File: src/include/avgc_pkg.sv
// Constants, types and state layout of the axis velocity and gearing block
package avgc_pkg;

  localparam int NUM_AXES = 4;
  localparam int VEL_W = 32;
  localparam int ADJ_W = 16;

  // Velocity limits and power-up defaults
  localparam logic [31:0] SERVO_VEL_MIN = 32'h0000_0000;
  localparam logic [31:0] SERVO_VEL_MAX = 32'h00FF_FFFF;
  localparam logic [31:0] SERVO_VEL_DEF = 32'h0000_8000;
  localparam logic [31:0] STEP_VEL_MIN = 32'h0000_0001;
  localparam logic [31:0] STEP_VEL_MAX = 32'h000F_FFFF;
  localparam logic [31:0] STEP_VEL_DEF = 32'h0000_0003;
  localparam logic signed [15:0] ADJ_MAX = 16'sh4E20;
  localparam logic signed [15:0] ADJ_MIN = -16'sh4E20;
  localparam int FRAC_BITS = 16;

  // Servo sample period
  localparam int CLK_PERIOD_PS = 4000;
  localparam int SAMPLE_PERIOD_NS = 341000;
  localparam int SAMPLE_CYCLES = (SAMPLE_PERIOD_NS * 1000) / CLK_PERIOD_PS;
  localparam int SAMPLE_CNT_W = 17;

  // Role codes
  localparam logic [15:0] ROLE_CODE_NORMAL = 16'h0000;
  localparam logic [15:0] ROLE_CODE_SLAVE = 16'h00FF;
  localparam logic [15:0] ROLE_CODE_REV = 16'hFF00;
  localparam logic [15:0] ROLE_CODE_MASTER = 16'hFFFF;

  // Register map: per-axis window, axis in address bits 5:4
  localparam logic [7:0] AXIS_WIN_MASK = 8'hC0;
  localparam logic [7:0] AXIS_WIN_BASE = 8'h00;
  localparam logic [1:0] AX_REG_PEND = 2'h0;
  localparam logic [1:0] AX_REG_ACT = 2'h1;
  localparam logic [1:0] AX_REG_ADJ = 2'h2;
  localparam logic [1:0] AX_REG_ROLE = 2'h3;
  localparam logic [7:0] REG_MODE = 8'h40;
  localparam logic [7:0] REG_CMD = 8'h44;
  localparam logic [7:0] REG_STATUS = 8'h48;
  localparam int CMD_STOP_LSB = 4;
  localparam int STAT_ERR_BIT = 0;
  localparam int STAT_STEP_BIT = 1;

  typedef enum logic [1:0] {
    ROLE_NORMAL = 2'b00,
    ROLE_SLAVE = 2'b01,
    ROLE_REV = 2'b10,
    ROLE_MASTER = 2'b11
  } avgc_role_e;

  typedef enum logic [1:0] {
    PH_STOPPED = 2'b00,
    PH_ACCEL = 2'b01,
    PH_CONST = 2'b10,
    PH_DECEL = 2'b11
  } avgc_phase_e;

  typedef struct packed {
    logic [31:0] pend_vel;
    logic [31:0] act_vel;
    logic signed [15:0] adj;
    avgc_role_e role;
    logic vel_mode;
  } avgc_axis_s;

  typedef struct packed {
    logic [31:0] cmd_vel;
    logic [31:0] act_vel;
    avgc_role_e role;
    logic vel_mode;
    logic reverse;
  } avgc_axis_out_s;

  typedef struct packed {
    avgc_axis_s [NUM_AXES-1:0] ax;
    avgc_axis_out_s [NUM_AXES-1:0] out;
    logic [NUM_AXES-1:0] start;
    logic [NUM_AXES-1:0] stop;
    logic stepper;
    logic cmd_err;
    logic [SAMPLE_CNT_W-1:0] sample_cnt;
    logic sample_tick;
    logic [31:0] rdata;
  } avgc_state_s;

endpackage

File: src/core/avgc_core.sv
// Per-axis velocity command, adjustment and gearing role logic
//
// Contract
// - Servo velocity means encoder counts per 341 us sample, 16 fraction bits.
// - Each axis velocity command is stored as a 32-bit word.
// - Servo velocity is limited to 0 through 16,777,215.
// - Servo axes hold velocity 32,768 after power-up.
// - Stepper velocity is peak or constant speed in steps per second.
// - Stepper velocity limited to 1 through 1,048,575; power-up value 3.
// - Out-of-range values saturate to nearest limit, no error raised.
// - Position mode uses active velocity as trapezoid peak speed.
// - Velocity mode runs at last activated speed until start or stop.
// - New velocity waits in pending buffer, overwritten until start or stop.
// - Stepper adjustment is signed 16-bit, saturated to plus/minus 20,000.
// - Adjustment ignored unless axis is in constant-velocity motion.
// - Applied adjustment adds to target velocity at once, no ramp.
// - A new adjustment replaces the previous one.
// - Adjustment clears when the move completes or is stopped.
// - Servo role code: 0 normal, 00FF slave, FF00 reverse slave, FFFF master.
// - Only one master per board; the latest designation wins.
// - Reverse slave runs opposite the master, normal slave the same way.
// - Velocity mode on a slave is refused with a command error.
//
// Implementation choices: the register addresses and the plain strobed port.
`timescale 1ns/1ps
`default_nettype none

module avgc_core #(
  parameter int SAMPLE_CYCLES = avgc_pkg::SAMPLE_CYCLES
) (
  // Clock and reset
  input wire logic ref_clk,
  input wire logic reset_n,
  // Board variant strap, high on stepper boards
  input wire logic variant_stepper,
  // Register port
  input wire logic [7:0] reg_addr,
  input wire logic [31:0] reg_wdata,
  input wire logic reg_wr,
  input wire logic reg_rd,
  output logic [31:0] reg_rdata,
  // Trajectory generator status
  input wire avgc_pkg::avgc_phase_e [avgc_pkg::NUM_AXES-1:0] axis_phase,
  input wire logic [avgc_pkg::NUM_AXES-1:0] move_done,
  // Velocity and role towards trajectory and following loop
  output avgc_pkg::avgc_axis_out_s [avgc_pkg::NUM_AXES-1:0] axis_out,
  output logic [avgc_pkg::NUM_AXES-1:0] start_pulse,
  output logic [avgc_pkg::NUM_AXES-1:0] stop_pulse,
  output logic sample_tick,
  output logic cmd_error
);

  localparam logic [16:0] SAMPLE_LAST = 17'(SAMPLE_CYCLES - 1);

  avgc_pkg::avgc_state_s s_r;
  avgc_pkg::avgc_state_s s_nxt;

  ////////////////////////////////////////////////////////////////////////////
  // Saturation helpers

  function automatic logic [31:0] clamp_vel(input logic [31:0] v, input logic stp);
    logic [31:0] r;
    r = v;
    if (stp)
    begin
      if (v < avgc_pkg::STEP_VEL_MIN)
        r = avgc_pkg::STEP_VEL_MIN;
      else if (v > avgc_pkg::STEP_VEL_MAX)
        r = avgc_pkg::STEP_VEL_MAX;
    end
    else if (v > avgc_pkg::SERVO_VEL_MAX)
      r = avgc_pkg::SERVO_VEL_MAX;
    return r;
  endfunction

  function automatic logic signed [15:0] clamp_adj(input logic [31:0] w);
    logic signed [15:0] a;
    a = $signed(w[15:0]);
    if (a > avgc_pkg::ADJ_MAX)
      a = avgc_pkg::ADJ_MAX;
    else if (a < avgc_pkg::ADJ_MIN)
      a = avgc_pkg::ADJ_MIN;
    return a;
  endfunction

  function automatic logic [31:0] sum_vel(input logic [31:0] v, input logic signed [15:0] a);
    logic signed [33:0] t;
    logic [31:0] r;
    t = $signed({2'b00, v}) + 34'(a);
    if (t < $signed({2'b00, avgc_pkg::STEP_VEL_MIN}))
      r = avgc_pkg::STEP_VEL_MIN;
    else if (t > $signed({2'b00, avgc_pkg::STEP_VEL_MAX}))
      r = avgc_pkg::STEP_VEL_MAX;
    else
      r = t[31:0];
    return r;
  endfunction

  ////////////////////////////////////////////////////////////////////////////
  // Next-state logic

  always_comb
  begin
    logic ax_hit;
    logic [1:0] wa;
    logic [1:0] wr_reg;
    logic [avgc_pkg::NUM_AXES-1:0] go;
    logic [avgc_pkg::NUM_AXES-1:0] halt;
    logic role_ok;
    avgc_pkg::avgc_role_e new_role;
    ax_hit = 1'b0;
    wa = 2'h0;
    wr_reg = 2'h0;
    go = '0;
    halt = '0;
    role_ok = 1'b0;
    new_role = avgc_pkg::ROLE_NORMAL;
    s_nxt = s_r;
    s_nxt.start = '0;
    s_nxt.stop = '0;
    s_nxt.rdata = 32'h0000_0000;

    // Servo sample-period enable
    if (s_r.sample_cnt == SAMPLE_LAST)
    begin
      s_nxt.sample_cnt = '0;
      s_nxt.sample_tick = ~s_r.stepper;
    end
    else
    begin
      s_nxt.sample_cnt = s_r.sample_cnt + 17'h00001;
      s_nxt.sample_tick = 1'b0;
    end

    ax_hit = (reg_addr & avgc_pkg::AXIS_WIN_MASK) == avgc_pkg::AXIS_WIN_BASE;
    wa = reg_addr[5:4];
    wr_reg = reg_addr[3:2];

    case (reg_wdata[15:0])
      avgc_pkg::ROLE_CODE_NORMAL:
      begin
        role_ok = 1'b1;
        new_role = avgc_pkg::ROLE_NORMAL;
      end
      avgc_pkg::ROLE_CODE_SLAVE:
      begin
        role_ok = 1'b1;
        new_role = avgc_pkg::ROLE_SLAVE;
      end
      avgc_pkg::ROLE_CODE_REV:
      begin
        role_ok = 1'b1;
        new_role = avgc_pkg::ROLE_REV;
      end
      avgc_pkg::ROLE_CODE_MASTER:
      begin
        role_ok = 1'b1;
        new_role = avgc_pkg::ROLE_MASTER;
      end
      default:
      begin
        role_ok = 1'b0;
        new_role = avgc_pkg::ROLE_NORMAL;
      end
    endcase

    if (reg_wr && reg_addr == avgc_pkg::REG_CMD)
    begin
      go = reg_wdata[avgc_pkg::NUM_AXES-1:0];
      halt = reg_wdata[avgc_pkg::CMD_STOP_LSB +: avgc_pkg::NUM_AXES];
    end
    if (reg_wr && reg_addr == avgc_pkg::REG_STATUS && reg_wdata[avgc_pkg::STAT_ERR_BIT])
      s_nxt.cmd_err = 1'b0;

    // Register writes change the addressed axis, except that a new master demotes any other master axis to normal
    if (reg_wr && ax_hit)
    begin
      unique case (wr_reg)
        avgc_pkg::AX_REG_PEND:
          s_nxt.ax[wa].pend_vel = clamp_vel(reg_wdata, s_r.stepper);
        avgc_pkg::AX_REG_ADJ:
        begin
          if (s_r.stepper && axis_phase[wa] == avgc_pkg::PH_CONST)
            s_nxt.ax[wa].adj = clamp_adj(reg_wdata);
        end
        avgc_pkg::AX_REG_ROLE:
        begin
          if (!s_r.stepper && role_ok)
          begin
            s_nxt.ax[wa].role = new_role;
            if (new_role == avgc_pkg::ROLE_MASTER)
            begin
              for (int j = 0; j < avgc_pkg::NUM_AXES; j++)
              begin
                if (2'(j) != wa && s_r.ax[j].role == avgc_pkg::ROLE_MASTER)
                  s_nxt.ax[j].role = avgc_pkg::ROLE_NORMAL;
              end
            end
            if (new_role == avgc_pkg::ROLE_SLAVE || new_role == avgc_pkg::ROLE_REV)
              s_nxt.ax[wa].vel_mode = 1'b0;
          end
          else
            s_nxt.cmd_err = 1'b1;
        end
        avgc_pkg::AX_REG_ACT:
        begin
        end
      endcase
    end

    // Mode, start, stop and move completion per axis
    for (int i = 0; i < avgc_pkg::NUM_AXES; i++)
    begin
      if (reg_wr && reg_addr == avgc_pkg::REG_MODE)
      begin
        if (reg_wdata[i] && (s_r.ax[i].role == avgc_pkg::ROLE_SLAVE || s_r.ax[i].role == avgc_pkg::ROLE_REV))
          s_nxt.cmd_err = 1'b1;
        else
          s_nxt.ax[i].vel_mode = reg_wdata[i];
      end
      if (go[i] || halt[i])
        s_nxt.ax[i].act_vel = s_r.ax[i].pend_vel;
      if (go[i] || halt[i] || move_done[i])
        s_nxt.ax[i].adj = 16'sh0000;
      s_nxt.start[i] = go[i];
      s_nxt.stop[i] = halt[i];
      s_nxt.out[i].act_vel = s_nxt.ax[i].act_vel;
      if (s_r.stepper)
        s_nxt.out[i].cmd_vel = sum_vel(s_nxt.ax[i].act_vel, s_nxt.ax[i].adj);
      else
        s_nxt.out[i].cmd_vel = s_nxt.ax[i].act_vel;
      s_nxt.out[i].role = s_nxt.ax[i].role;
      s_nxt.out[i].vel_mode = s_nxt.ax[i].vel_mode;
      s_nxt.out[i].reverse = s_nxt.ax[i].role == avgc_pkg::ROLE_REV;
    end

    // Read data, one cycle after the strobe
    if (reg_rd)
    begin
      if (ax_hit)
      begin
        unique case (wr_reg)
          avgc_pkg::AX_REG_PEND:
            s_nxt.rdata = s_r.ax[wa].pend_vel;
          avgc_pkg::AX_REG_ACT:
            s_nxt.rdata = s_r.ax[wa].act_vel;
          avgc_pkg::AX_REG_ADJ:
            s_nxt.rdata = 32'(s_r.ax[wa].adj);
          avgc_pkg::AX_REG_ROLE:
          begin
            unique case (s_r.ax[wa].role)
              avgc_pkg::ROLE_NORMAL:
                s_nxt.rdata = {16'h0000, avgc_pkg::ROLE_CODE_NORMAL};
              avgc_pkg::ROLE_SLAVE:
                s_nxt.rdata = {16'h0000, avgc_pkg::ROLE_CODE_SLAVE};
              avgc_pkg::ROLE_REV:
                s_nxt.rdata = {16'h0000, avgc_pkg::ROLE_CODE_REV};
              avgc_pkg::ROLE_MASTER:
                s_nxt.rdata = {16'h0000, avgc_pkg::ROLE_CODE_MASTER};
            endcase
          end
        endcase
      end
      else if (reg_addr == avgc_pkg::REG_MODE)
      begin
        for (int k = 0; k < avgc_pkg::NUM_AXES; k++)
          s_nxt.rdata[k] = s_r.ax[k].vel_mode;
      end
      else if (reg_addr == avgc_pkg::REG_STATUS)
      begin
        s_nxt.rdata[avgc_pkg::STAT_ERR_BIT] = s_r.cmd_err;
        s_nxt.rdata[avgc_pkg::STAT_STEP_BIT] = s_r.stepper;
      end
    end
  end

  ////////////////////////////////////////////////////////////////////////////
  // State register

  always_ff @(posedge ref_clk)
  begin
    if (!reset_n)
    begin
      s_r <= '0;
      s_r.stepper <= variant_stepper;
      for (int i = 0; i < avgc_pkg::NUM_AXES; i++)
      begin
        s_r.ax[i].pend_vel <= variant_stepper ? avgc_pkg::STEP_VEL_DEF : avgc_pkg::SERVO_VEL_DEF;
        s_r.ax[i].act_vel <= variant_stepper ? avgc_pkg::STEP_VEL_DEF : avgc_pkg::SERVO_VEL_DEF;
        s_r.out[i].act_vel <= variant_stepper ? avgc_pkg::STEP_VEL_DEF : avgc_pkg::SERVO_VEL_DEF;
        s_r.out[i].cmd_vel <= variant_stepper ? avgc_pkg::STEP_VEL_DEF : avgc_pkg::SERVO_VEL_DEF;
      end
    end
    else
      s_r <= s_nxt;
  end

  assign reg_rdata = s_r.rdata;
  assign axis_out = s_r.out;
  assign start_pulse = s_r.start;
  assign stop_pulse = s_r.stop;
  assign sample_tick = s_r.sample_tick;
  assign cmd_error = s_r.cmd_err;

  ////////////////////////////////////////////////////////////////////////////
  // Checks

  one_master_a: assert property (@(posedge ref_clk) disable iff (!reset_n)
    $onehot0({s_r.ax[3].role == avgc_pkg::ROLE_MASTER, s_r.ax[2].role == avgc_pkg::ROLE_MASTER,
              s_r.ax[1].role == avgc_pkg::ROLE_MASTER, s_r.ax[0].role == avgc_pkg::ROLE_MASTER}))
    else $error("more than one master axis");

  reset_default_a: assert property (@(posedge ref_clk)
    !reset_n ##1 reset_n && !s_r.stepper |-> s_r.ax[0].act_vel == 32'h0000_8000)
    else $error("servo power-up velocity wrong");

  generate
    for (genvar g = 0; g < avgc_pkg::NUM_AXES; g++)
    begin : g_chk
      servo_clamp_a: assert property (@(posedge ref_clk) disable iff (!reset_n)
        reg_wr && reg_addr == 8'(g * 16) && !s_r.stepper && reg_wdata > 32'h00FF_FFFF
        |=> s_r.ax[g].pend_vel == 32'h00FF_FFFF)
        else $error("servo velocity not saturated");
      step_floor_a: assert property (@(posedge ref_clk) disable iff (!reset_n)
        reg_wr && reg_addr == 8'(g * 16) && s_r.stepper && reg_wdata == 32'h0000_0000
        |=> s_r.ax[g].pend_vel == 32'h0000_0001)
        else $error("stepper velocity floor wrong");
      pend_hold_a: assert property (@(posedge ref_clk) disable iff (!reset_n)
        reg_wr && reg_addr == 8'(g * 16) |=> $stable(s_r.ax[g].act_vel) && $stable(axis_out[g].act_vel))
        else $error("pending write disturbed motion");
      start_commit_a: assert property (@(posedge ref_clk) disable iff (!reset_n)
        reg_wr && reg_addr == 8'h44 && reg_wdata[g] |=> s_r.ax[g].act_vel == $past(s_r.ax[g].pend_vel)
        && start_pulse[g] ##1 (!start_pulse[g] || $past(reg_wr && reg_addr == 8'h44 && reg_wdata[g])))
        else $error("start did not activate pending velocity");
      adj_ignore_a: assert property (@(posedge ref_clk) disable iff (!reset_n)
        reg_wr && reg_addr == 8'(g * 16 + 8) && axis_phase[g] != avgc_pkg::PH_CONST && !move_done[g]
        |=> $stable(s_r.ax[g].adj))
        else $error("adjustment taken outside constant velocity");
      adj_clamp_a: assert property (@(posedge ref_clk) disable iff (!reset_n)
        reg_wr && reg_addr == 8'(g * 16 + 8) && axis_phase[g] == avgc_pkg::PH_CONST && s_r.stepper
        && !move_done[g] && $signed(reg_wdata[15:0]) > 16'sh4E20 |=> s_r.ax[g].adj == 16'sh4E20)
        else $error("adjustment not saturated");
      adj_clear_a: assert property (@(posedge ref_clk) disable iff (!reset_n)
        move_done[g] |=> s_r.ax[g].adj == 16'sh0000)
        else $error("adjustment survived move end");
      slave_pos_a: assert property (@(posedge ref_clk) disable iff (!reset_n)
        s_r.ax[g].role == avgc_pkg::ROLE_SLAVE || s_r.ax[g].role == avgc_pkg::ROLE_REV |-> !s_r.ax[g].vel_mode)
        else $error("slave axis in velocity mode");
      reverse_out_a: assert property (@(posedge ref_clk) disable iff (!reset_n)
        $changed(s_r.ax[g].role) |-> axis_out[g].reverse == (s_r.ax[g].role == avgc_pkg::ROLE_REV))
        else $error("reverse flag does not follow role");
    end
  endgenerate

endmodule // avgc_core

`default_nettype wire

File: config.mk
export PLATFORM = sky130hd
export DESIGN_NAME = avgc_core
export DESIGN_NICKNAME = d
export VERILOG_FILES = /design/src/include/avgc_pkg.sv /design/src/core/avgc_core.sv
export SDC_FILE = /design/constraint.sdc
export NUM_CORES = 1
export LEC_CHECK = 0
export ABC_AREA = 1
export ABC_CLOCK_PERIOD_IN_PS = 7100
export BUFFER_PORTS_ARGS = -buffer_cell sky130_fd_sc_hd__buf_4
export CAP_MARGIN = 20
export CORE_MARGIN = 3
export CORE_UTILIZATION = 30
export CTS_CLUSTER_DIAMETER = 80
export DETAILED_ROUTE_END_ITERATION = 12
export HOLD_SLACK_MARGIN = 0.05
export PLACE_DENSITY_LB_ADDON = 0.2
export SYNTH_ARGS = -nofsm -noshare
export SYNTH_HDL_FRONTEND = slang
export SYNTH_SLANG_ARGS = --single-unit
File: constraint.sdc
create_clock -name ref_clk -period 7.1 [get_ports ref_clk]
set_clock_uncertainty 0.2 [all_clocks]
set_input_delay 1.42 -clock ref_clk [delete_from_list [all_inputs] [get_ports ref_clk]]
set_output_delay 1.42 -clock ref_clk [all_outputs]
set_load 0.02 [all_outputs]
==> results of run 1 <==
[area by class of cell]
type	instances	area share
sequential	524	0.268
clock inverter	25	0.00661
timing repair buffer	487	0.0838
tap	1729	0.0493
clock buffer	107	0.0483
inverter	1076	0.0922
multi-input combinational	4019	0.451
[where the power goes]
group,switching [uW],total [uW],internal (uW)
registers,61.4,3180,3120
clock network,1520,3770,2260
logic,588,792,204
[worst max-delay path by stage]
stage / from / endpoint / slack (ns) / cells after the start
after floorplan: reg_addr[6] / s_r[383] / 1.27 / 7
after global placement: reg_wdata[13] / axis_out[50] / 0.36 / 29
after detailed placement: reg_wdata[13] / axis_out[187] / 0.32 / 31
after CTS: reg_wdata[13] / axis_out[50] / 1.03 / 29
after global routing: reg_wdata[13] / axis_out[50] / 0.41 / 29
final: reg_wdata[13] / axis_out[187] / 0.82 / 33
[worst max-delay path, delay by kind of cell]
family,cells,cell delay (ns)
simple gates,25,3.47
buf+inv,5,0.96
fa+ha+maj,1,0.49
compound gates,2,0.25
[routing by layer]
layer,share of wire,GRT usage
met5,0.00010,0
met1,0.43,0.361
met3,0.092,0.0578
met4,0.043,0.105
met2,0.43,0.404
[registers in the layout, summed over array words and instances (netlist names)]
signal and flops:
s_r 273, axis_out 208, reg_rdata 32, start_pulse 4
stop_pulse 4, cmd_error 1, s_nxt 1, sample_tick 1
[stage by stage]
step,hold WS [ns],util,worst slack [ns],instances
2_1_floorplan,0.233,-,1.27,6153
3_3_place_gp,0.249,0.324,0.359,7833
3_5_place_dp,0.262,0.324,0.321,7834
4_1_cts,0.275,0.343,1.03,7966
5_1_grt,0.299,0.343,0.409,7967
6_report,0.270,0.343,0.823,7967
[cells in the mapped netlist (all sizes together) (2+ instances only)]
cell type / n / share of area
nand2b: 2 / 0.00032
nand2: 1807 / 0.18
mux2i: 3 / 0.00077
and3: 5 / 0.00081
buf: 348 / 0.066
o22ai: 154 / 0.025
a211oi: 45 / 0.0087
a32oi: 5 / 0.0011
nand4: 66 / 0.012
nor4: 19 / 0.0031
a2bb2oi: 3 / 0.00068
nor3b: 4 / 0.00077
nand3b: 29 / 0.0057
nor2: 575 / 0.059
o21a: 6 / 0.0012
inv: 1075 / 0.10
edfxtp: 129 / 0.10
a21oi: 181 / 0.024
ha: 140 / 0.045
o221ai: 4 / 0.00090
nand3: 246 / 0.033
o21ai: 427 / 0.055
dfxtp: 395 / 0.20
o21bai: 14 / 0.0027
clkbuf: 186 / 0.018
a22oi: 44 / 0.0085
or2: 8 / 0.0013
o2111ai: 9 / 0.0020
nor3: 115 / 0.015
xor2: 19 / 0.0043
xnor2: 24 / 0.0054
a31oi: 18 / 0.0029
a311oi: 2 / 0.00045
a221oi: 14 / 0.0032
fa: 4 / 0.0021
and2: 14 / 0.0023
o211ai: 7 / 0.0014
[kinds of logic after synthesis]
family	Yosys count	share of synthesized area
XOR/XNOR	43	0.00971
multiplexers	3	0.000774
AO/OA/AOI/OAI	938	0.139
flip-flops	524	0.304
adder cells (fa/ha/maj)	144	0.0472
buffers and inverters	1610	0.188
AND/OR/NAND/NOR	2891	0.312
==> results.json, run 1 <==
{
  "status": "completed",
  "multi_input_area_um2": 19800,
  "finalInstanceArea_um2": 43900,
  "start_util": 0.303,
  "antenna_found_initial": 8,
  "final_cell_mix": "1773 x nand2_1, 1062 x inv_1, 554 x nor2_1",
  "synthArstFlopShare": 0,
  "crit_fanout": 19,
  "drtIter0Drc": 4629,
  "die_width_um": 366,
  "clock.fmax_mhz": 159,
  "fin_total_pwr_uw": 7750,
  "cts_buffers": 72,
  "crit_type": "input port to register",
  "hold_class": "register to register",
  "end_kind": "register",
  "synth-seq-cells": 524,
  "cts_resized": 0,
  "coreArea_um2": 128000,
  "period_needed_ns": 6.28,
  "finalSetupTns_ns": 0,
  "wl_per_cell_um": 22.9,
  "tightest_slew_ns": 1.32,
  "crit_path_start_kind": "input port",
  "finalSetupViolCount": 0,
  "cpPeakStageDelay_ns": 0.49,
  "crit_arrival_ns": 6.62,
  "timing.rr.end": "axis_out[50]",
  "overflow": 0,
  "yosys.cell_types.count": 65,
  "syn_inst": 6153,
  "hold_start": "s_r[33]",
  "synth_flop_cell": "dfxtp_1",
  "layout-drive-gt1-share": 0.112,
  "gp_congestion": 0.988,
  "h-tree-depth": 3,
  "die_h_um": 366,
  "relSlewSlack": 0.116,
  "clock-sinks": 524,
  "placed_area_um2": 41500,
  "grt_max_degree": 79,
  "hold_violations": 0,
  "rows": 131,
  "ff_latch_area_um2": 11800,
  "required_ns": 7.44,
  "vias_per_cell": 5.03,
  "routed_wl_mm": 183,
  "syn_area_um2": 38800,
  "cap_violations": 0,
  "dp_hpwl_mm": 144,
  "clk_pin_slew_ns": 0.06,
  "port_buffers": 370,
  "fillCellCount": 14200,
  "avgSynthCellArea_um2": 6.30,
  "worstHoldPathCells": 1,
  "crit_top_cell": "nand2_1",
  "ant_nets": 0,
  "clk_latency_ns": 0.68,
  "syn2layout_area_growth_pct": 13.2,
  "vias": 40100,
  "leakagePower_uw": 0.0227,
  "detail_route.first_pass.iterations": 8,
  "power_density_nw_per_um2": 177,
  "drv_slew": 0,
  "grtUsageTotal": 0.264,
  "grt_pass1_vias": 36800,
  "final_common_cell": "nand2_1",
  "synth_nets": 6354,
  "insertedDiodeCount": 0,
  "clock-root-buffer": "clkbuf_16",
  "postCtsSetupBuffers": 0,
  "rsz0062_at_grt": "no",
  "nets": 6381,
  "slowest_stage": "fa_1",
  "ff2ff_setup_slack_ns": 1.85,
  "die_area_um2": 134000,
  "drc": 0,
  "cts_max_path_buffers": 3,
  "cts_tree": "built",
  "timing.rr.start": "s_nxt[51]",
  "reg2reg_depth": 31,
  "yosys_warnings": 0,
  "min_to": "s_r[33]",
  "irDropWorstVdd_mv": 0.161,
  "synth_edf_count": 129,
  "ios": 371,
  "grt_pass1_wl_mm": 258,
  "post-route-period-util": 0.884,
  "ys_seq_area_frac": 0.304,
  "ctsHoldBuffers": 0
}
(Power assumes the default switching activity.)
==> run 2: changes to the inputs <==
ABC_AREA = default   (was 1)
==> results.json, run 2 <==
{
  "met1_length_mm": 69.0,
  "syn_inst": 3841,
  "vias": 31400,
  "synth_nets": 4042,
  "synth_edf_count": 129,
  "end_kind": "register",
  "die_area_um2": 118000,
  "overflow": 0,
  "dp_hpwl_mm": 124,
  "coreArea_um2": 113000,
  "synth_top_cell_by_area": "dfxtp_1",
  "yosysMostFrequentCell": "nor2_1",
  "largest_register": "s_r",
  "yosys_warnings": 0,
  "routed_wl_mm": 157,
  "drtIter0Drc": 2875,
  "wl_per_cell_um": 27.7,
  "post-route-period-util": 0.982,
  "nets": 4326,
  "syn2layout_area_growth_pct": 20.3,
  "ys_seq_area_frac": 0.345,
  "clock-sinks": 524,
  "grtUsageTotal": 0.258,
  "crit_type": "input port to register",
  "grt_pass1_vias": 30500,
  "syn_area_um2": 34200,
  "crit_arrival_ns": 7.27,
  "top_layer": "met5",
  "clk_pin_slew_ns": 0.06,
  "finalSetupViolCount": 0,
  "synth.area.top_cells": "dfxtp_1 23%, edfxtp_1 11%, buf_4 6.9%",
  "synthArstFlopShare": 0,
  "wl_met2_mm": 71.3,
  "tightest_slew_ns": 1.21,
  "largest_reg_flops": 273,
  "crit_fanout": 20,
  "clock.fmax_mhz": 143,
  "clk_latency_ns": 0.65,
  "detail_route.first_pass.iterations": 6,
  "yosys.cell_types.count": 100,
  "fillCellCount": 11600,
  "port_buffers": 370,
  "ctsHoldBuffers": 0,
  "final_common_cell": "buf_4",
  "grt_max_degree": 103,
  "start_util": 0.303,
  "layout-drive-gt1-share": 0.257,
  "cts_max_path_buffers": 3,
  "cap_violations": 0,
  "drv_slew": 0,
  "synth_flop_cell": "dfxtp_1",
  "drc": 0,
  "reg2reg_depth": 17,
  "ios": 371,
  "hold_class": "register to register",
  "finalSetupTns_ns": 0,
  "netlist.area_leader.share": 0.231,
  "finalInstanceArea_um2": 41100,
  "rows": 123,
  "cts_tree": "built",
  "cts_buffers": 70,
  "synth-seq-cells": 524,
  "period_needed_ns": 6.97,
  "grt_pass1_wl_mm": 222,
  "gp_congestion": 0.976,
  "relSlewSlack": 0.192,
  "power_density_nw_per_um2": 178,
  "antenna_found_initial": 10,
  "required_ns": 7.40,
  "ant_nets": 0,
  "leakagePower_uw": 0.0181,
  "status": "completed",
  "yosys-top-cells-count": "487 x nor2_1, 395 x dfxtp_1, 315 x buf_4",
  "vias_per_cell": 5.53,
  "wl_met3_mm": 12.6,
  "hold_violations": 0,
  "avgSynthCellArea_um2": 8.90,
  "final_cell_mix": "737 x buf_4, 484 x nor2_1, 395 x dfxtp_1",
  "h-tree-depth": 3,
  "clock-root-buffer": "clkbuf_16",
  "worstHoldPathCells": 1,
  "rsz0062_at_grt": "no",
  "die_h_um": 344,
  "crit_path_start_kind": "input port",
  "die_width_um": 344,
  "irDropWorstVdd_mv": 0.150,
  "placed_area_um2": 38900
}
==> run 2: cell types whose count changed after synthesis, moves of 71 or more <==
cell	change
o22ai_1	-148
mux4_2	+85
nand3_1	-191
inv_1	-934
nand2_1	-1578
mux2i_1	+126
o21ai_0	-267
nor2_1	-71
==> run 2: worst paths after layout <==
check | startpoint | to | slack (ns)
min | s_r[33] | s_r[33] | 0.29
min reg2reg | s_r[33] | s_r[33] | 0.29
max | reg_wdata[6] | axis_out[179] | 0.13
max reg2reg | s_nxt[51] | axis_out[107] | 1.09
==> run 2: power by group <==
group | total (uW) | internal (uW) | switching [uW]
Combinational | 651 | 228 | 423
Sequential | 3190 | 3120 | 74.6
Clock | 3470 | 2000 | 1460
==> run 2: kinds of logic (layout without fill, tap and decap cells) <==
| logic type | Yosys count | count (layout) | synth area share |
|---|---|---|---|
| compound gates | 909 | 909 | 0.183 |
| simple gates | 1226 | 1226 | 0.174 |
| xor+xnor | 90 | 90 | 0.0231 |
| fa+ha+maj | 144 | 144 | 0.0536 |
| mux | 268 | 268 | 0.112 |
| other cells | 0 | 4 | 0 |
| buf+inv | 680 | 1018 | 0.110 |
| flops | 524 | 524 | 0.345 |
==> run 2: repair_timing <==
item	CTS	global route
setup endpoints to repair	0	62
resized for setup	0	4
setup buffers	0	4
==> run 2: cell type report <==
class                      instances  area, um2  area share
timing repair buffer             759       5960       0.145
antenna                            4       10.0    0.000243
multi-input combinational       2637      18800       0.457
clock buffer                     102       2030      0.0493
clock inverter                    24        193     0.00468
tap                             1500       1880      0.0456
sequential                       524      11800       0.286
inverter                         133        502      0.0122
==> run 2: routing by layer <==
layer	vias up	track usage
met5	-	0
met3	208	0.0495
li1	14200	-
met2	1358	0.409
met1	15600	0.355
met4	8	0.0746
==> run 2: critical path, stage by stage <==
cell and delay [ns]:
buf_4 0.12, and3_1 0.22, a2111oi_1 0.60, nor2_1 0.10
o21ai_0 0.23, ha_1 0.23, nor2_1 0.08, buf_4 0.14
and2_1 0.22, mux2i_1 0.40, nor2_1 0.12, buf_4 0.18
ha_1 0.22, buf_4 0.15, a21o_1 0.15, a21o_1 0.20
o21ai_0 0.41, nor3b_1 0.41, a21oi_1 0.13, o31a_1 0.27
or4_1 0.55, nor4_2 0.29, buf_4 0.28, o21ai_0 0.14
==> run 2: per-stage QoR <==
stage / std cells / setup slack (ns) / util / total power [uW] / hold WS, ns
3_5_place_dp: 5549 / -0.394 / 0.344 / 3890 / 0.277
3_3_place_gp: 5549 / -0.326 / 0.344 / 3890 / 0.265
4_1_cts: 5675 / 0.257 / 0.364 / 7360 / 0.291
6_report: 5683 / 0.127 / 0.365 / 7310 / 0.294
5_1_grt: 5681 / 0.00875 / 0.365 / 7530 / 0.321
2_1_floorplan: 3841 / 0.0729 / - / 3580 / 0.245
